## src/vrs_consts.svh

```systemverilog
`ifndef VRS_CONSTS_SVH
`define VRS_CONSTS_SVH
// ==========================================================
// reference format: 1 lsb = 6.25 mV, 8-bit code
`define VRS_REF_W          8
`define VRS_CLK_MHZ        200
`define VRS_STEP_KHZ       500
// step clock half period in mclk cycles (200 MHz / 500 kHz / 2)
`define VRS_STEP_HALF      ((`VRS_CLK_MHZ * 1000) / `VRS_STEP_KHZ / 2)
// serial ramp 3 mV/us: one 6.25 mV lsb per 2083 ns, rounded down
`define VRS_SVI_STEP_NS    2083
`define VRS_SVI_STEP_CYC   ((`VRS_SVI_STEP_NS * `VRS_CLK_MHZ) / 1000)
// soft-start 2.56 ms per volt: 16 us per 6.25 mV lsb
`define VRS_SS_STEP_NS     16000
`define VRS_SS_STEP_CYC    ((`VRS_SS_STEP_NS * `VRS_CLK_MHZ) / 1000)
`define VRS_REARM_CYC      16
// 0.5 V / 6.25 mV = 80 lsb
`define VRS_UV_ARM_CODE    8'h50
// droop gain code: 2'h1 means 1/4
`define VRS_DROOP_DEFAULT  2'h1
`define VRS_DPM_DELAY_CYC  64
`define VRS_FIX_STABLE_CYC 32
`endif

```

## src/vrs_pkg.sv

```systemverilog
package vrs_pkg;
	typedef enum logic [1:0] {VRS_MODE_PVI, VRS_MODE_SVI, VRS_MODE_FIX} vrs_mode_t;
	typedef enum logic [2:0] {VRS_IDLE, VRS_SOFT, VRS_RUN, VRS_LATCH} vrs_state_t;
	typedef struct packed {
		logic uv_en;
		logic ov_en;
		logic pg_en;
		logic fb_en;
		logic oc_en;
	} vrs_prot_t;
	typedef struct packed {
		logic [1:0] pwm_out;
		logic [1:0] pwm_oe;
		logic       drv_en;
	} vrs_drv_t;
endpackage : vrs_pkg

```

## src/vrs_ramp.sv

```systemverilog
`timescale 1ns/10ps
`include "vrs_consts.svh"
// ==========================================================
// one section reference ramp: steps one lsb toward target per tick
module vrs_ramp #(
	parameter int REF_W = `VRS_REF_W
) (
	input  wire logic             mclk,
	input  wire logic             reset_n,
	input  wire logic             clk_en,
	input  wire logic             clear,
	input  wire logic             tick,
	input  wire logic [REF_W-1:0] target,
	output logic      [REF_W-1:0] ref_code,
	output logic                  at_target
);
	typedef struct packed {
		logic [REF_W-1:0] ref_code;
	} vrs_ramp_st_t;
	vrs_ramp_st_t st;
	vrs_ramp_st_t next_st;

	// step up or down, hold once equal
	always_comb begin
		next_st = st;
		if (clear) begin
			next_st.ref_code = '0;
		end else if (tick && st.ref_code < target) begin
			next_st.ref_code = st.ref_code + 1'b1;
		end else if (tick && st.ref_code > target) begin
			next_st.ref_code = st.ref_code - 1'b1;
		end
	end

	always_ff @(posedge mclk or negedge reset_n) begin
		if (!reset_n) begin
			st <= '0;
		end else if (clk_en) begin
			st <= next_st;
		end
	end

	assign ref_code  = st.ref_code;
	assign at_target = (st.ref_code == target);
endmodule : vrs_ramp

```

## src/vrs_sequencer.sv

```systemverilog
`timescale 1ns/10ps
`include "vrs_consts.svh"
// Summary of operation
// - mask ov, uv and power good during each transition, re-arm 16 cycles later
// - overcurrent during a transition latches the device disabled
// - parallel mode samples vid on step clock rise, confirms on fall
// - after confirmation, next rise starts stepping one lsb every two step cycles
// - vid changes ignored during transition, monitoring resumes on next rise
// - larger changes keep stepping one lsb every two step cycles until code reached
// - serial command ramps affected section reference at about 3 mV/us
// - new serial command mid-ramp replaces target, ramp continues
// - start-up vid captured at enable, later changes not tracked
// - fixed mode watches serial pins, stable code ramps both sections
// - soft-start only with supply above lockout and enable released
// - power good released only when digital soft-start completes
// - undervoltage detection enabled once reference reaches 0.5 V
// - overvoltage and feedback-disconnect detection stay active in soft-start
// - soft-start slope fixed at 2.56 ms per volt
// - pwm high impedance and driver enable low until first pwm pulse
// - after first pulse pwm drives low and high, driver enable high
// - low-side suppression is loop only; overvoltage protection may still force it
// - north-bridge droop gain defaults to 1/4, changed only by bus command
// - manager bus disabled by strap keeps droop gain at default
// - phase manager reset during cpu transitions, re-enabled after a delay
// - overcurrent protection stays active while others are masked
module vrs_sequencer #(
	parameter int REF_W       = `VRS_REF_W,
	parameter int SS_STEP_CYC = `VRS_SS_STEP_CYC
) (
	input  wire logic               mclk,
	input  wire logic               reset_n,
	input  wire logic               clk_en,
	input  wire logic               supply_ok,
	input  wire logic               enable_in,
	input  vrs_pkg::vrs_mode_t      mode,
	input  wire logic [REF_W-1:0]   parallel_vid_in,
	input  wire logic [REF_W-1:0]   startup_vid_core,
	input  wire logic [REF_W-1:0]   startup_vid_nb,
	input  wire logic               svi_cmd_valid,
	input  wire logic [1:0]         svi_cmd_sel,
	input  wire logic [REF_W-1:0]   svi_cmd_vid,
	input  wire logic [REF_W-1:0]   fix_pin_code,
	input  wire logic               overcurrent,
	input  wire logic               overvoltage,
	input  wire logic               first_pwm_pulse,
	input  wire logic [1:0]         loop_pwm,
	input  wire logic               manager_bus_disable_strap,
	input  wire logic               droop_gain_command,
	input  wire logic [1:0]         droop_gain_value,
	output logic [REF_W-1:0]        core_ref,
	output logic [REF_W-1:0]        nb_ref,
	output vrs_pkg::vrs_prot_t      prot_en,
	output vrs_pkg::vrs_drv_t       drv,
	output logic                    power_good_out,
	output logic                    on_the_fly_vid_change,
	output logic                    dynamic_phase_manager_en,
	output logic [1:0]              nb_droop_gain,
	output logic                    fault_latched,
	output logic                    vid_step_clock
);
	import vrs_pkg::*;

	localparam int STEP_HALF = `VRS_STEP_HALF;
	localparam int SVI_CYC   = `VRS_SVI_STEP_CYC;

	typedef struct packed {
		vrs_state_t       state;
		logic [7:0]       step_div;
		logic             step_clk;
		logic             step_phase;
		logic [1:0]       pvi_st;
		logic [REF_W-1:0] pvi_sample;
		logic [REF_W-1:0] core_tgt;
		logic [REF_W-1:0] nb_tgt;
		logic [15:0]      rate_cnt;
		logic [4:0]       rearm_cnt;
		logic             masked;
		logic             uv_armed;
		logic             pg;
		logic             switching;
		logic             ov_trip;
		logic [1:0]       droop;
		logic [6:0]       dpm_cnt;
		logic [REF_W-1:0] fix_last;
		logic [5:0]       fix_cnt;
	} vrs_st_t;

	vrs_st_t st;
	vrs_st_t next_st;

	logic [REF_W-1:0] core_ref_w;
	logic [REF_W-1:0] nb_ref_w;
	logic             core_at;
	logic             nb_at;
	logic             ramp_clear;
	logic             ramp_tick;
	logic             step_rise;
	logic             step_fall;
	logic             in_transition;
	logic             mask_now;

	// ==========================================================
	// reference ramps
	vrs_ramp #(.REF_W(REF_W)) u_core (
		.mclk      (mclk),
		.reset_n   (reset_n),
		.clk_en    (clk_en),
		.clear     (ramp_clear),
		.tick      (ramp_tick),
		.target    (st.core_tgt),
		.ref_code  (core_ref_w),
		.at_target (core_at)
	);
	vrs_ramp #(.REF_W(REF_W)) u_nb (
		.mclk      (mclk),
		.reset_n   (reset_n),
		.clk_en    (clk_en),
		.clear     (ramp_clear),
		.tick      (ramp_tick),
		.target    (st.nb_tgt),
		.ref_code  (nb_ref_w),
		.at_target (nb_at)
	);

	// the divider runs in every state, so the step phase never jumps on a mode change
	// step clock edges come from the internal divider, so no crossing is needed
	assign step_rise     = (st.step_div == 8'(STEP_HALF - 1)) && !st.step_clk;
	assign step_fall     = (st.step_div == 8'(STEP_HALF - 1)) && st.step_clk;
	assign in_transition = (st.state == VRS_RUN) && !(core_at && nb_at);
	// the mask covers the first transition cycle too, before the register catches up
	assign mask_now      = st.masked || in_transition;
	assign ramp_clear    = (st.state == VRS_IDLE) || (st.state == VRS_LATCH);

	// ==========================================================
	// rate selection for the ramps
	// one counter serves both sections, so they always step on the same edge
	always_comb begin
		ramp_tick = 1'b0;
		if (st.state == VRS_SOFT) begin
			ramp_tick = (st.rate_cnt == 16'(SS_STEP_CYC - 1));
		end else if (st.state == VRS_RUN) begin
			if (mode == VRS_MODE_PVI) begin
				// one lsb every two step cycles, on a rising edge
				ramp_tick = step_rise && st.step_phase;
			end else begin
				ramp_tick = (st.rate_cnt == 16'(SVI_CYC - 1));
			end
		end
	end

	// ==========================================================
	// next state
	always_comb begin
		next_st = st;
		// step clock divider
		if (st.step_div == 8'(STEP_HALF - 1)) begin
			next_st.step_div = '0;
			next_st.step_clk = !st.step_clk;
		end else begin
			next_st.step_div = st.step_div + 8'h01;
		end
		if (step_rise) begin
			next_st.step_phase = !st.step_phase;
		end
		// shared rate counter; restarts on each tick
		if (ramp_tick || !(st.state == VRS_SOFT || in_transition)) begin
			next_st.rate_cnt = '0;
		end else begin
			next_st.rate_cnt = st.rate_cnt + 16'h0001;
		end
		// droop gain: only the bus may change it, never with the strap set
		// the strap wins over a command that lands in the same cycle
		if (manager_bus_disable_strap) begin
			next_st.droop = `VRS_DROOP_DEFAULT;
		end else if (droop_gain_command) begin
			next_st.droop = droop_gain_value;
		end
		if (!st.switching && first_pwm_pulse && st.state != VRS_IDLE) begin
			next_st.switching = 1'b1;
		end
		unique case (st.state)
			VRS_IDLE: begin
				next_st.pg        = 1'b0;
				next_st.switching = 1'b0;
				next_st.uv_armed  = 1'b0;
				// level start: every latch or lockout passes through here, so no edge is needed
				if (supply_ok && enable_in) begin
					// startup values captured once at enable
					next_st.core_tgt = startup_vid_core;
					next_st.nb_tgt   = startup_vid_nb;
					next_st.state    = VRS_SOFT;
				end
			end
			VRS_SOFT: begin
				if (core_ref_w >= `VRS_UV_ARM_CODE) begin
					next_st.uv_armed = 1'b1;
				end
				if (core_at && nb_at) begin
					next_st.pg       = 1'b1;
					next_st.uv_armed = 1'b1;
					next_st.state    = VRS_RUN;
					next_st.pvi_st   = 2'h0;
				end
			end
			VRS_RUN: begin
				unique case (mode)
					VRS_MODE_PVI: begin
						// 0 watch, 1 confirm on fall, 2 start on next rise
						if (st.pvi_st == 2'h0 && step_rise && !in_transition) begin
							if (parallel_vid_in != st.core_tgt) begin
								next_st.pvi_sample = parallel_vid_in;
								next_st.pvi_st     = 2'h1;
							end
						end else if (st.pvi_st == 2'h1 && step_fall) begin
							next_st.pvi_st = (parallel_vid_in == st.pvi_sample) ? 2'h2 : 2'h0;
						end else if (st.pvi_st == 2'h2 && step_rise) begin
							next_st.core_tgt   = st.pvi_sample;
							next_st.step_phase = 1'b1;
							next_st.pvi_st     = 2'h0;
						end
					end
					VRS_MODE_SVI: begin
						// a new command simply overwrites the target mid-ramp
						if (svi_cmd_valid && svi_cmd_sel[0]) begin
							next_st.core_tgt = svi_cmd_vid;
						end
						if (svi_cmd_valid && svi_cmd_sel[1]) begin
							next_st.nb_tgt = svi_cmd_vid;
						end
					end
					VRS_MODE_FIX: begin
						// code must hold steady before it is taken
						if (fix_pin_code != st.fix_last) begin
							next_st.fix_last = fix_pin_code;
							next_st.fix_cnt  = '0;
						end else if (st.fix_cnt != 6'(`VRS_FIX_STABLE_CYC)) begin
							next_st.fix_cnt = st.fix_cnt + 6'h01;
						end else if (fix_pin_code != st.core_tgt) begin
							next_st.core_tgt = fix_pin_code;
							next_st.nb_tgt   = fix_pin_code;
						end
					end
					default: begin
					end
				endcase
				if (overcurrent && in_transition) begin
					next_st.state = VRS_LATCH;
				end
			end
			VRS_LATCH: begin
				next_st.pg = 1'b0;
				// disabled: both sections go high impedance unless ov holds the low side on
				next_st.switching = 1'b0;
			end
		endcase
		// over-voltage latch from any active state
		// gated by the live ov enable, so a masked transition cannot trip it
		if (overvoltage && prot_en.ov_en && st.state != VRS_IDLE) begin
			next_st.ov_trip = 1'b1;
			next_st.state   = VRS_LATCH;
		end
		// ==========================================================
		// masking and re-arm; restart while a transition is still running
		// overcurrent is never gated here; only ov, uv and power good follow the mask
		if (in_transition) begin
			next_st.masked    = 1'b1;
			next_st.rearm_cnt = '0;
			next_st.dpm_cnt   = '0;
		end else if (st.masked) begin
			if (st.rearm_cnt == 5'(`VRS_REARM_CYC - 1)) begin
				next_st.masked = 1'b0;
			end else begin
				next_st.rearm_cnt = st.rearm_cnt + 5'h01;
			end
		end
		// phase manager stays off until the delay has run out after each transition
		if (!in_transition && st.dpm_cnt != 7'(`VRS_DPM_DELAY_CYC)) begin
			next_st.dpm_cnt = st.dpm_cnt + 7'h01;
		end
		// lockout or enable drop returns to idle from anywhere
		if (!supply_ok || !enable_in) begin
			next_st.state     = VRS_IDLE;
			next_st.ov_trip   = 1'b0;
			next_st.masked    = 1'b0;
			next_st.rearm_cnt = '0;
			next_st.pvi_st    = 2'h0;
		end
	end

	// ==========================================================
	// state register, frozen while the clock enable is low
	always_ff @(posedge mclk or negedge reset_n) begin
		if (!reset_n) begin
			st       <= '0;
			st.droop <= `VRS_DROOP_DEFAULT;
			st.state <= VRS_IDLE;
		end else if (clk_en) begin
			st <= next_st;
		end
	end

	// ==========================================================
	// outputs
	// enables decode state and the live mask, so they lag a transition by no cycle
	always_comb begin
		prot_en.oc_en = (st.state == VRS_SOFT) || (st.state == VRS_RUN);
		prot_en.fb_en = prot_en.oc_en;
		prot_en.ov_en = (st.state == VRS_SOFT) || (st.state == VRS_RUN && !mask_now);
		prot_en.uv_en = st.uv_armed && !mask_now && prot_en.oc_en;
		prot_en.pg_en = (st.state == VRS_RUN) && !mask_now;
	end

	// drivers: high-z until switching starts; ov trip forces low-side on
	// a latched overcurrent clears switching, so that path ends in high impedance
	always_comb begin
		if (st.ov_trip) begin
			drv.pwm_out = 2'h0;
			drv.pwm_oe  = 2'h3;
			drv.drv_en  = 1'b1;
		end else if (st.switching) begin
			drv.pwm_out = loop_pwm;
			drv.pwm_oe  = 2'h3;
			drv.drv_en  = 1'b1;
		end else begin
			drv.pwm_out = 2'h0;
			drv.pwm_oe  = 2'h0;
			drv.drv_en  = 1'b0;
		end
	end

	assign core_ref                 = core_ref_w;
	assign nb_ref                   = nb_ref_w;
	// masking freezes the power good monitor; it never pulls the pin low itself
	assign power_good_out           = st.pg;
	assign on_the_fly_vid_change    = in_transition;
	assign dynamic_phase_manager_en = st.pg && !in_transition
	                                  && (st.dpm_cnt == 7'(`VRS_DPM_DELAY_CYC));
	assign nb_droop_gain            = st.droop;
	assign fault_latched            = (st.state == VRS_LATCH);
	assign vid_step_clock           = st.step_clk;
endmodule : vrs_sequencer

```

## config.mk

```make
export PLATFORM = sky130hd
export DESIGN_NAME = vrs_sequencer
export DESIGN_NICKNAME = d
export VERILOG_FILES = /design/src/vrs_pkg.sv /design/src/vrs_ramp.sv /design/src/vrs_sequencer.sv
export VERILOG_INCLUDE_DIRS = /design/src
export SDC_FILE = /design/constraint.sdc
export NUM_CORES = 1
export LEC_CHECK = 0
export BUFFER_PORTS_ARGS = -buffer_cell sky130_fd_sc_hd__buf_2
export CORE_MARGIN = 2
export CORE_UTILIZATION = 50
export DETAILED_ROUTE_END_ITERATION = 7
export GPL_TIMING_DRIVEN = 0
export PLACE_DENSITY = 0.67
export SYNTH_ARGS = -nofsm -noshare
export SYNTH_HDL_FRONTEND = slang
export SYNTH_SLANG_ARGS = --single-unit
```

## constraint.sdc

```tcl
create_clock -name mclk -period 4.7 [get_ports mclk]
set_input_delay 0.94 -clock mclk [delete_from_list [all_inputs] [get_ports mclk]]
set_output_delay 0.94 -clock mclk [all_outputs]
set_load 0.05 [all_outputs]
```

# After elaboration in Yosys (flattened, before gate mapping)
# Cells that the tools add are included.
[word_totals]
register_bits = 104
in_bits = 59
output_inout_bits = 33
word_cells = 218
[op_classes]
add_sub_neg = 9
order_cmp = 5
n_eq_ne = 41
n_mux = 64
reduce_logical = 78
[op_table]
columns = ["op", "n"]
rows = [
  ["$mux 8", 13],
  ["$mux 16", 5],
  ["$ne 3x3->1 const B", 11],
  ["$pmux 16 s2", 1],
  ["$mux 6", 5],
  ["$logic_and 1x1->1", 27],
  ["$add 8x1->8 const B", 3],
  ["$eq 8x8->1", 3],
  ["$ne 8x8->1", 3],
  ["$pmux 8 s3", 1],
  ["$mux 3", 6],
  ["$add 16x1->16 const B", 1],
  ["$eq 16x12->1 const B", 1],
  ["$eq 16x9->1 const B", 1],
  ["$gt 8x8->1", 2],
  ["$lt 8x8->1", 2],
  ["$mux 2", 8],
  ["$pmux 8 s2", 1],
  ["$reduce_bool 2->1", 8],
  ["$sub 8x1->8 const B", 2],
  ["$mux 5", 3],
  ["$reduce_bool 3->1", 5],
  ["$mux 7", 2],
  ["$reduce_and 2->1", 7],
  ["39 further kinds", 76],
]

# Logic depth before layout (Yosys ltp)
[logic_depth]
word_depth = 12
depth_mapped = 18
depth_no_buf = 18

# Modules after synthesis
# Synthesis repeated with hierarchy kept, for this count alone.
[hier_totals]
cells_unflattened = 778
area_unflattened_um2 = 7219.4
[by_module_without_submodules]
columns = ["module", "n_inst", "cells_per_inst", "area_per_inst_um2", "seq_area_each_um2"]
rows = [
  ["vrs_sequencer", 1, 584, 5450.2, 2178.3],
  ["vrs_ramp", 2, 97, 884.6, 200.2],
]

# Worst setup path before layout
# Ideal clock, no wire load.
[synth_path]
path_kind = "reg2out"
start = "register u_nb.st (netlist bit u_nb.ref_code[0])"
end = "output port dynamic_phase_manager_en"
t_arrival_ns = 3.380
t_required_ns = 3.760
setup_slack_ns = 0.380
path_stages_with_launch = 9
path_buffers = 1
cell_sequence = "dfrtp_1 inv_1 ha_1 and4_1 nand4_1 nand2_1 inv_1 clkbuf_1 nor3_1"
[synth_via]
elab_chain_cells = 7
[synth_lines]
columns = ["element", "line", "text"]
rows = [
  ["from (decl)", "vrs_ramp.sv:20", "vrs_ramp_st_t st;"],
  ["from (signal assigned)", "vrs_ramp.sv:39", "st <= next_st;"],
  ["$eq 8x8->1", "vrs_ramp.sv:44", "assign at_target = (st.ref_code == target);"],
  ["$logic_and 1x1->1", "vrs_sequencer.sv:129", "assign in_transition = (st.state == VRS_RUN) && !(core_at && nb_at);"],
  ["$logic_not 1->1", "vrs_sequencer.sv:129", ""],
  ["$logic_and 1x1->1", "vrs_sequencer.sv:129", ""],
  ["net on_the_fly_vid_change", "vrs_sequencer.sv:55", "output logic on_the_fly_vid_change,"],
  ["$logic_not 1->1", "vrs_sequencer.sv:336", "assign dynamic_phase_manager_en = st.pg && !in_transition"],
  ["$logic_and 1x1->1 (2 in a row)", "vrs_sequencer.sv:336", ""],
  ["to (decl)", "vrs_sequencer.sv:56", "output logic dynamic_phase_manager_en,"],
]
# The timed path passes the listed nets, and every way through them passes these cells.

# Worst setup path after layout
[layout_path]
start = "register st[77] in the netlist's numbering"
end = "register u_core.st (netlist bit u_core.ref_code[7])"
[layout_via]
elab_chain_cells = 9
elab_cells_between_ends = 12
classes_between = "1 x eq/ne; 5 x mux; 6 x reduce/logical"
[layout_lines]
columns = ["element", "line", "text"]
rows = [
  ["from (decl)", "vrs_sequencer.sv:88", "vrs_st_t st;"],
  ["from (signal assigned)", "vrs_sequencer.sv:298", "st <= next_st;"],
  ["$eq 8x8->1 *", "vrs_sequencer.sv:127", "assign step_rise = (st.step_div == 8'(STEP_HALF - 1)) && !st.step_clk;"],
  ["$logic_and 1x1->1 *", "vrs_sequencer.sv:127", ""],
  ["$logic_and 1x1->1 *", "vrs_sequencer.sv:144", "ramp_tick = step_rise && st.step_phase;"],
  ["$mux 1 *", "vrs_sequencer.sv:142", "if (mode == VRS_MODE_PVI) begin"],
  ["$mux 1 *", "vrs_sequencer.sv:141", "end else if (st.state == VRS_RUN) begin"],
  ["$mux 1 *", "vrs_sequencer.sv:139", "if (st.state == VRS_SOFT) begin"],
  ["$logic_and 1x1->1, on equally long branches", "vrs_ramp.sv:30, vrs_ramp.sv:28", ""],
  ["$reduce_bool 3->1 (no line) / $mux 8 (equally long branches)", "-", ""],
  ["$reduce_and 2->1 (no line) / $mux 8 (equally long branches)", "-", ""],
  ["to (signal assigned)", "vrs_ramp.sv:39", ""],
  ["to (decl)", "vrs_ramp.sv:20", ""],
]
# Mark *: on every way between the ends. The rest lies on a longest branch, timed or not.
# A chain may end at the register's enable or synchronous reset.

==> reports/qor.csv <==
stage;metric;value;unit
logic_synthesis;synth_warnings;0;
global_routing;antenna_found_initial;0;
drt;dr_wl_met3;811;um
drt;first_iter_violations;372;
power;p_leak;3.72;nW
logic_synthesis;syn_area;6690;um2
floorplanning;io-pin-count;92;
setup_path;critical_path_buf_inv_count;0;
setup_path;ff2ff_setup_slack;380;ps
setup_path;endpoint;u_core.ref_code[7]$_DFFE_PN0P_;
drt;via_count;5652;
sta;setup_viol;0;
clock_network;cts_tree;yes;
sta;hold_viol;0;
clock_network;htreeDepth;3;
finish;area.sequential;2580;um2
logic_synthesis;synthDominantCellAreaShare;38.1;%
sta;period_share;92.0;%
setup_path;timing_worst_setup_path_type;register to register;
power;p_int;1.76;mW
finish;syn2layout_area_growth;15.2;%
sta;slew_violations;0;
floorplanning;core-area;13100;um2
power;switchingPower;930;uW
finish;fillCellCount;1176;
drt;routedWlPerCell;16.7;um
drt;drc_errors;0;
clock_network;post_cts_buffers;0;
clock_network;cts_resized;0;
power;p_comb_share;27.1;%
sta;fmax;231;MHz
drt;drtAntennaViolNets;0;
clock_network;cts_buffers;9;
setup_path;r2r_start;st[77]$_DFFE_PN0P_;
floorplanning;die_x;120;um
logic_synthesis;seq_area_frac_synth;38.5;%
clock_network;clock_sinks;103;
drt;top_layer;met4;
logic_synthesis;synth_area_leaders;dfrtp_1 38%, ha_1 8.4%, mux2i_1 4.6%;
power;p_sw_share;34.6;%
sta;min_period;4320;ps
sta;skew;6.60;ps
clock_network;ctsHoldBuffers;0;
min_path;hold_depth;2;
floorplanning;rows;42;
logic_synthesis;yosys.area.top_type;dfrtp_1;
setup_path;worstSetupStartpoint;st[77]$_DFFE_PN0P_;
finish;multiInputGateArea;3820;um2
global_routing;grt_pass1_wl;28.0;mm
finish;layout.nets;931;
clock_network;clkTransAtPathRegs;70;ps
setup_path;crit_arrival;4570;ps
drt;viasPerCell;5.62;
clock_network;cts_buffer_depth;2;
setup_path;max_stage_delay;480;ps
setup_path;crit_slowest_cell;nor3_1;
setup_path;worstReg2RegEnd;u_core.ref_code[7]$_DFFE_PN0P_;
sta;maxSlewHeadroom;50.1;%
logic_synthesis;async_flop_share;100;%
setup_path;crit_required;4950;ps
finish;n_antenna_cell;0;
placement;gp_congestion;0.881;
sta;worst_slew_pin_slew;745;ps
global_routing;grt_pass1_vias;5662;
global_routing;grt_max_degree;53;
logic_synthesis;syn_nets;828;
setup_path;critPathLaunchType;register;
clock_network;clkLatencyLatePin;360;ps
run;cap_viol_max_count;0;
floorplanning;chipHeight;120;um
placement;hpwl;12.7;mm
power;pwr_density_cell;349;nW/um2
drt;met2_length;8.20;mm
setup_path;reg2reg_depth;17;
logic_synthesis;synth-seq-cells;103;
status;outcome;finished clean;
power;power_frac_clock;28.9;%
clock_network;root_buffer;clkbuf_16;
drt;routed_wl;16.8;mm
setup_path;endpoint_kind;register;
setup_path;crit_family;simple AND/OR/NAND/NOR gates;
setup_path;cp_cell_sequence;ha_1 -> nand3b_1 -> nor4_4 -> nor2b_1 -> ha_1 -> nand2_1 -> o31a_1 -> o21ai_4 -> nand2_1 -> ha_1 -> nand3_1 -> o211ai_1 -> nor4_1 -> nor3_1 -> a21oi_2 -> or3_1 -> a32o_1;
drt;first_pass_iters;5;
min_path;hp-class;register to register;
logic_synthesis;synth-main-ff-cell;dfrtp_1;
logic_synthesis;synth_edf_count;0;
drt;met1_length;7.59;mm
finish;drive_above_1_share;17.7;%
setup_path;cp.depth;17;
sta;tns;0;ps
setup_path;cp_max_fo;9;
finish;final_cell_mix;102 x dfrtp_1, 92 x buf_2, 72 x nand2_1;
floorplanning;start_util;50.9;%
global_routing;track_usage;24.5;%
logic_synthesis;ys_types;61;
global_routing;grt_overflow;0;
finish;final_common_cell;dfrtp_1;
logic_synthesis;avgSynthCellArea;9.27;um2
power;seqPwrFrac;44.0;%
sta;hold_ws;494;ps
floorplanning;die-area;14300;um2
power;peakVddDrop;0.180;mV
setup_path;critPathMostFrequentCell;ha_1;
placement;port_buffers;91;
logic_synthesis;synthCells;722;
==> routing by layer <==
| layer | GRT usage, % | vias up |
|---|---|---|
| met5 | 0 | - |
| met4 | 5.44 | 0 |
| met3 | 4.99 | 20 |
| met2 | 41.6 | 143 |
| met1 | 32.4 | 2739 |
| li1 | - | 2750 |
==> how the worst min path moves through the flow <==
stage,start,to,slack [ps]
4_1_cts,st[5]$_DFFE_PN0P_,st[5]$_DFFE_PN0P_,490
2_1_floorplan,st[5]$_DFFE_PN0P_,st[5]$_DFFE_PN0P_,450
3_3_place_gp,st[32]$_DFFE_PN0P_,st[32]$_DFFE_PN0P_,460
6_report,st[32]$_DFFE_PN0P_,st[32]$_DFFE_PN0P_,490
3_5_place_dp,st[5]$_DFFE_PN0P_,st[5]$_DFFE_PN0P_,480
5_1_grt,st[5]$_DFFE_PN0P_,st[5]$_DFFE_PN0P_,520
==> final cells by class <==
class,count,share of cell area (%)
sequential,103,33.4
tap,176,2.86
clock buffer,9,2.92
clock inverter,7,1.02
buffer,25,1.54
inverter,50,2.43
timing repair buffer,92,6.30
multi-input combinational,544,49.5
==> cells by family (layout without fill, tap and decap cells) <==
family,after synthesis,count (layout),share of synthesized area [%]
AO/OA/AOI/OAI,158,158,14.8
XOR/XNOR,63,63,8.24
adder cells (fa/ha/maj),47,47,9.01
buffers and inverters,75,183,4.58
flip-flops,103,103,38.5
multiplexers,51,51,8.00
AND/OR/NAND/NOR,225,225,16.8
==> synth_stat cells (3+ instances only) <==
master	n
xor2_1	29
a21o_1	8
mux2_2	18
clkbuf_1	14
nor4_1	4
o31ai_1	3
nand2_1	72
a31oi_1	4
nor2b_1	7
inv_1	50
nor4_2	3
o2bb2ai_1	5
dfrtp_1	102
buf_1	3
o21bai_1	3
or3_1	3
and3_1	10
o211ai_1	4
a21oi_1	40
a32o_1	3
a22o_1	6
o21ai_0	58
nor2_1	45
xnor2_1	34
mux2i_1	31
a22oi_1	8
nor3_1	14
nand2b_1	7
buf_4	6
and4_1	6
nand4_1	16
ha_1	45
nand3_1	23
==> sequential cells by signal (all words and copies together) (netlist names) <==
register	cells
nb_droop_gain	2
st	83
power_good_out	1
u_core.ref_code	8
u_nb.ref_code	8
vid_step_clock	1
==> stage by stage <==
stage	cells	cell area, um2	util, %	power [mW]	setup slack, ps
after floorplan	722	6690	-	1.69	380
after global placement	989	7370	56.1	1.88	169
after detailed placement	990	7400	56.3	1.92	54.8
after CTS	1006	7700	58.6	2.70	224
after global routing	1006	7710	58.7	2.86	-7.06
final	1006	7710	58.7	2.69	378
==> power by group through the flow <==
| stage | sequential, mW | clock (mW) | combinational [mW] |
|---|---|---|---|
| after floorplan | 1.15 | 0 | 0.539 |
| after global placement | 1.19 | 0 | 0.695 |
| after detailed placement | 1.19 | 0 | 0.729 |
| after CTS | 1.18 | 0.791 | 0.733 |
| after global routing | 1.20 | 0.833 | 0.824 |
| final | 1.18 | 0.778 | 0.731 |
==> tightest hold or removal path, cell delays in order (launching register included) <==
cell and delay (ps):
dfrtp_1 350, nand2_1 50, o21ai_0 60
Power figures use the tool's default switching activity.
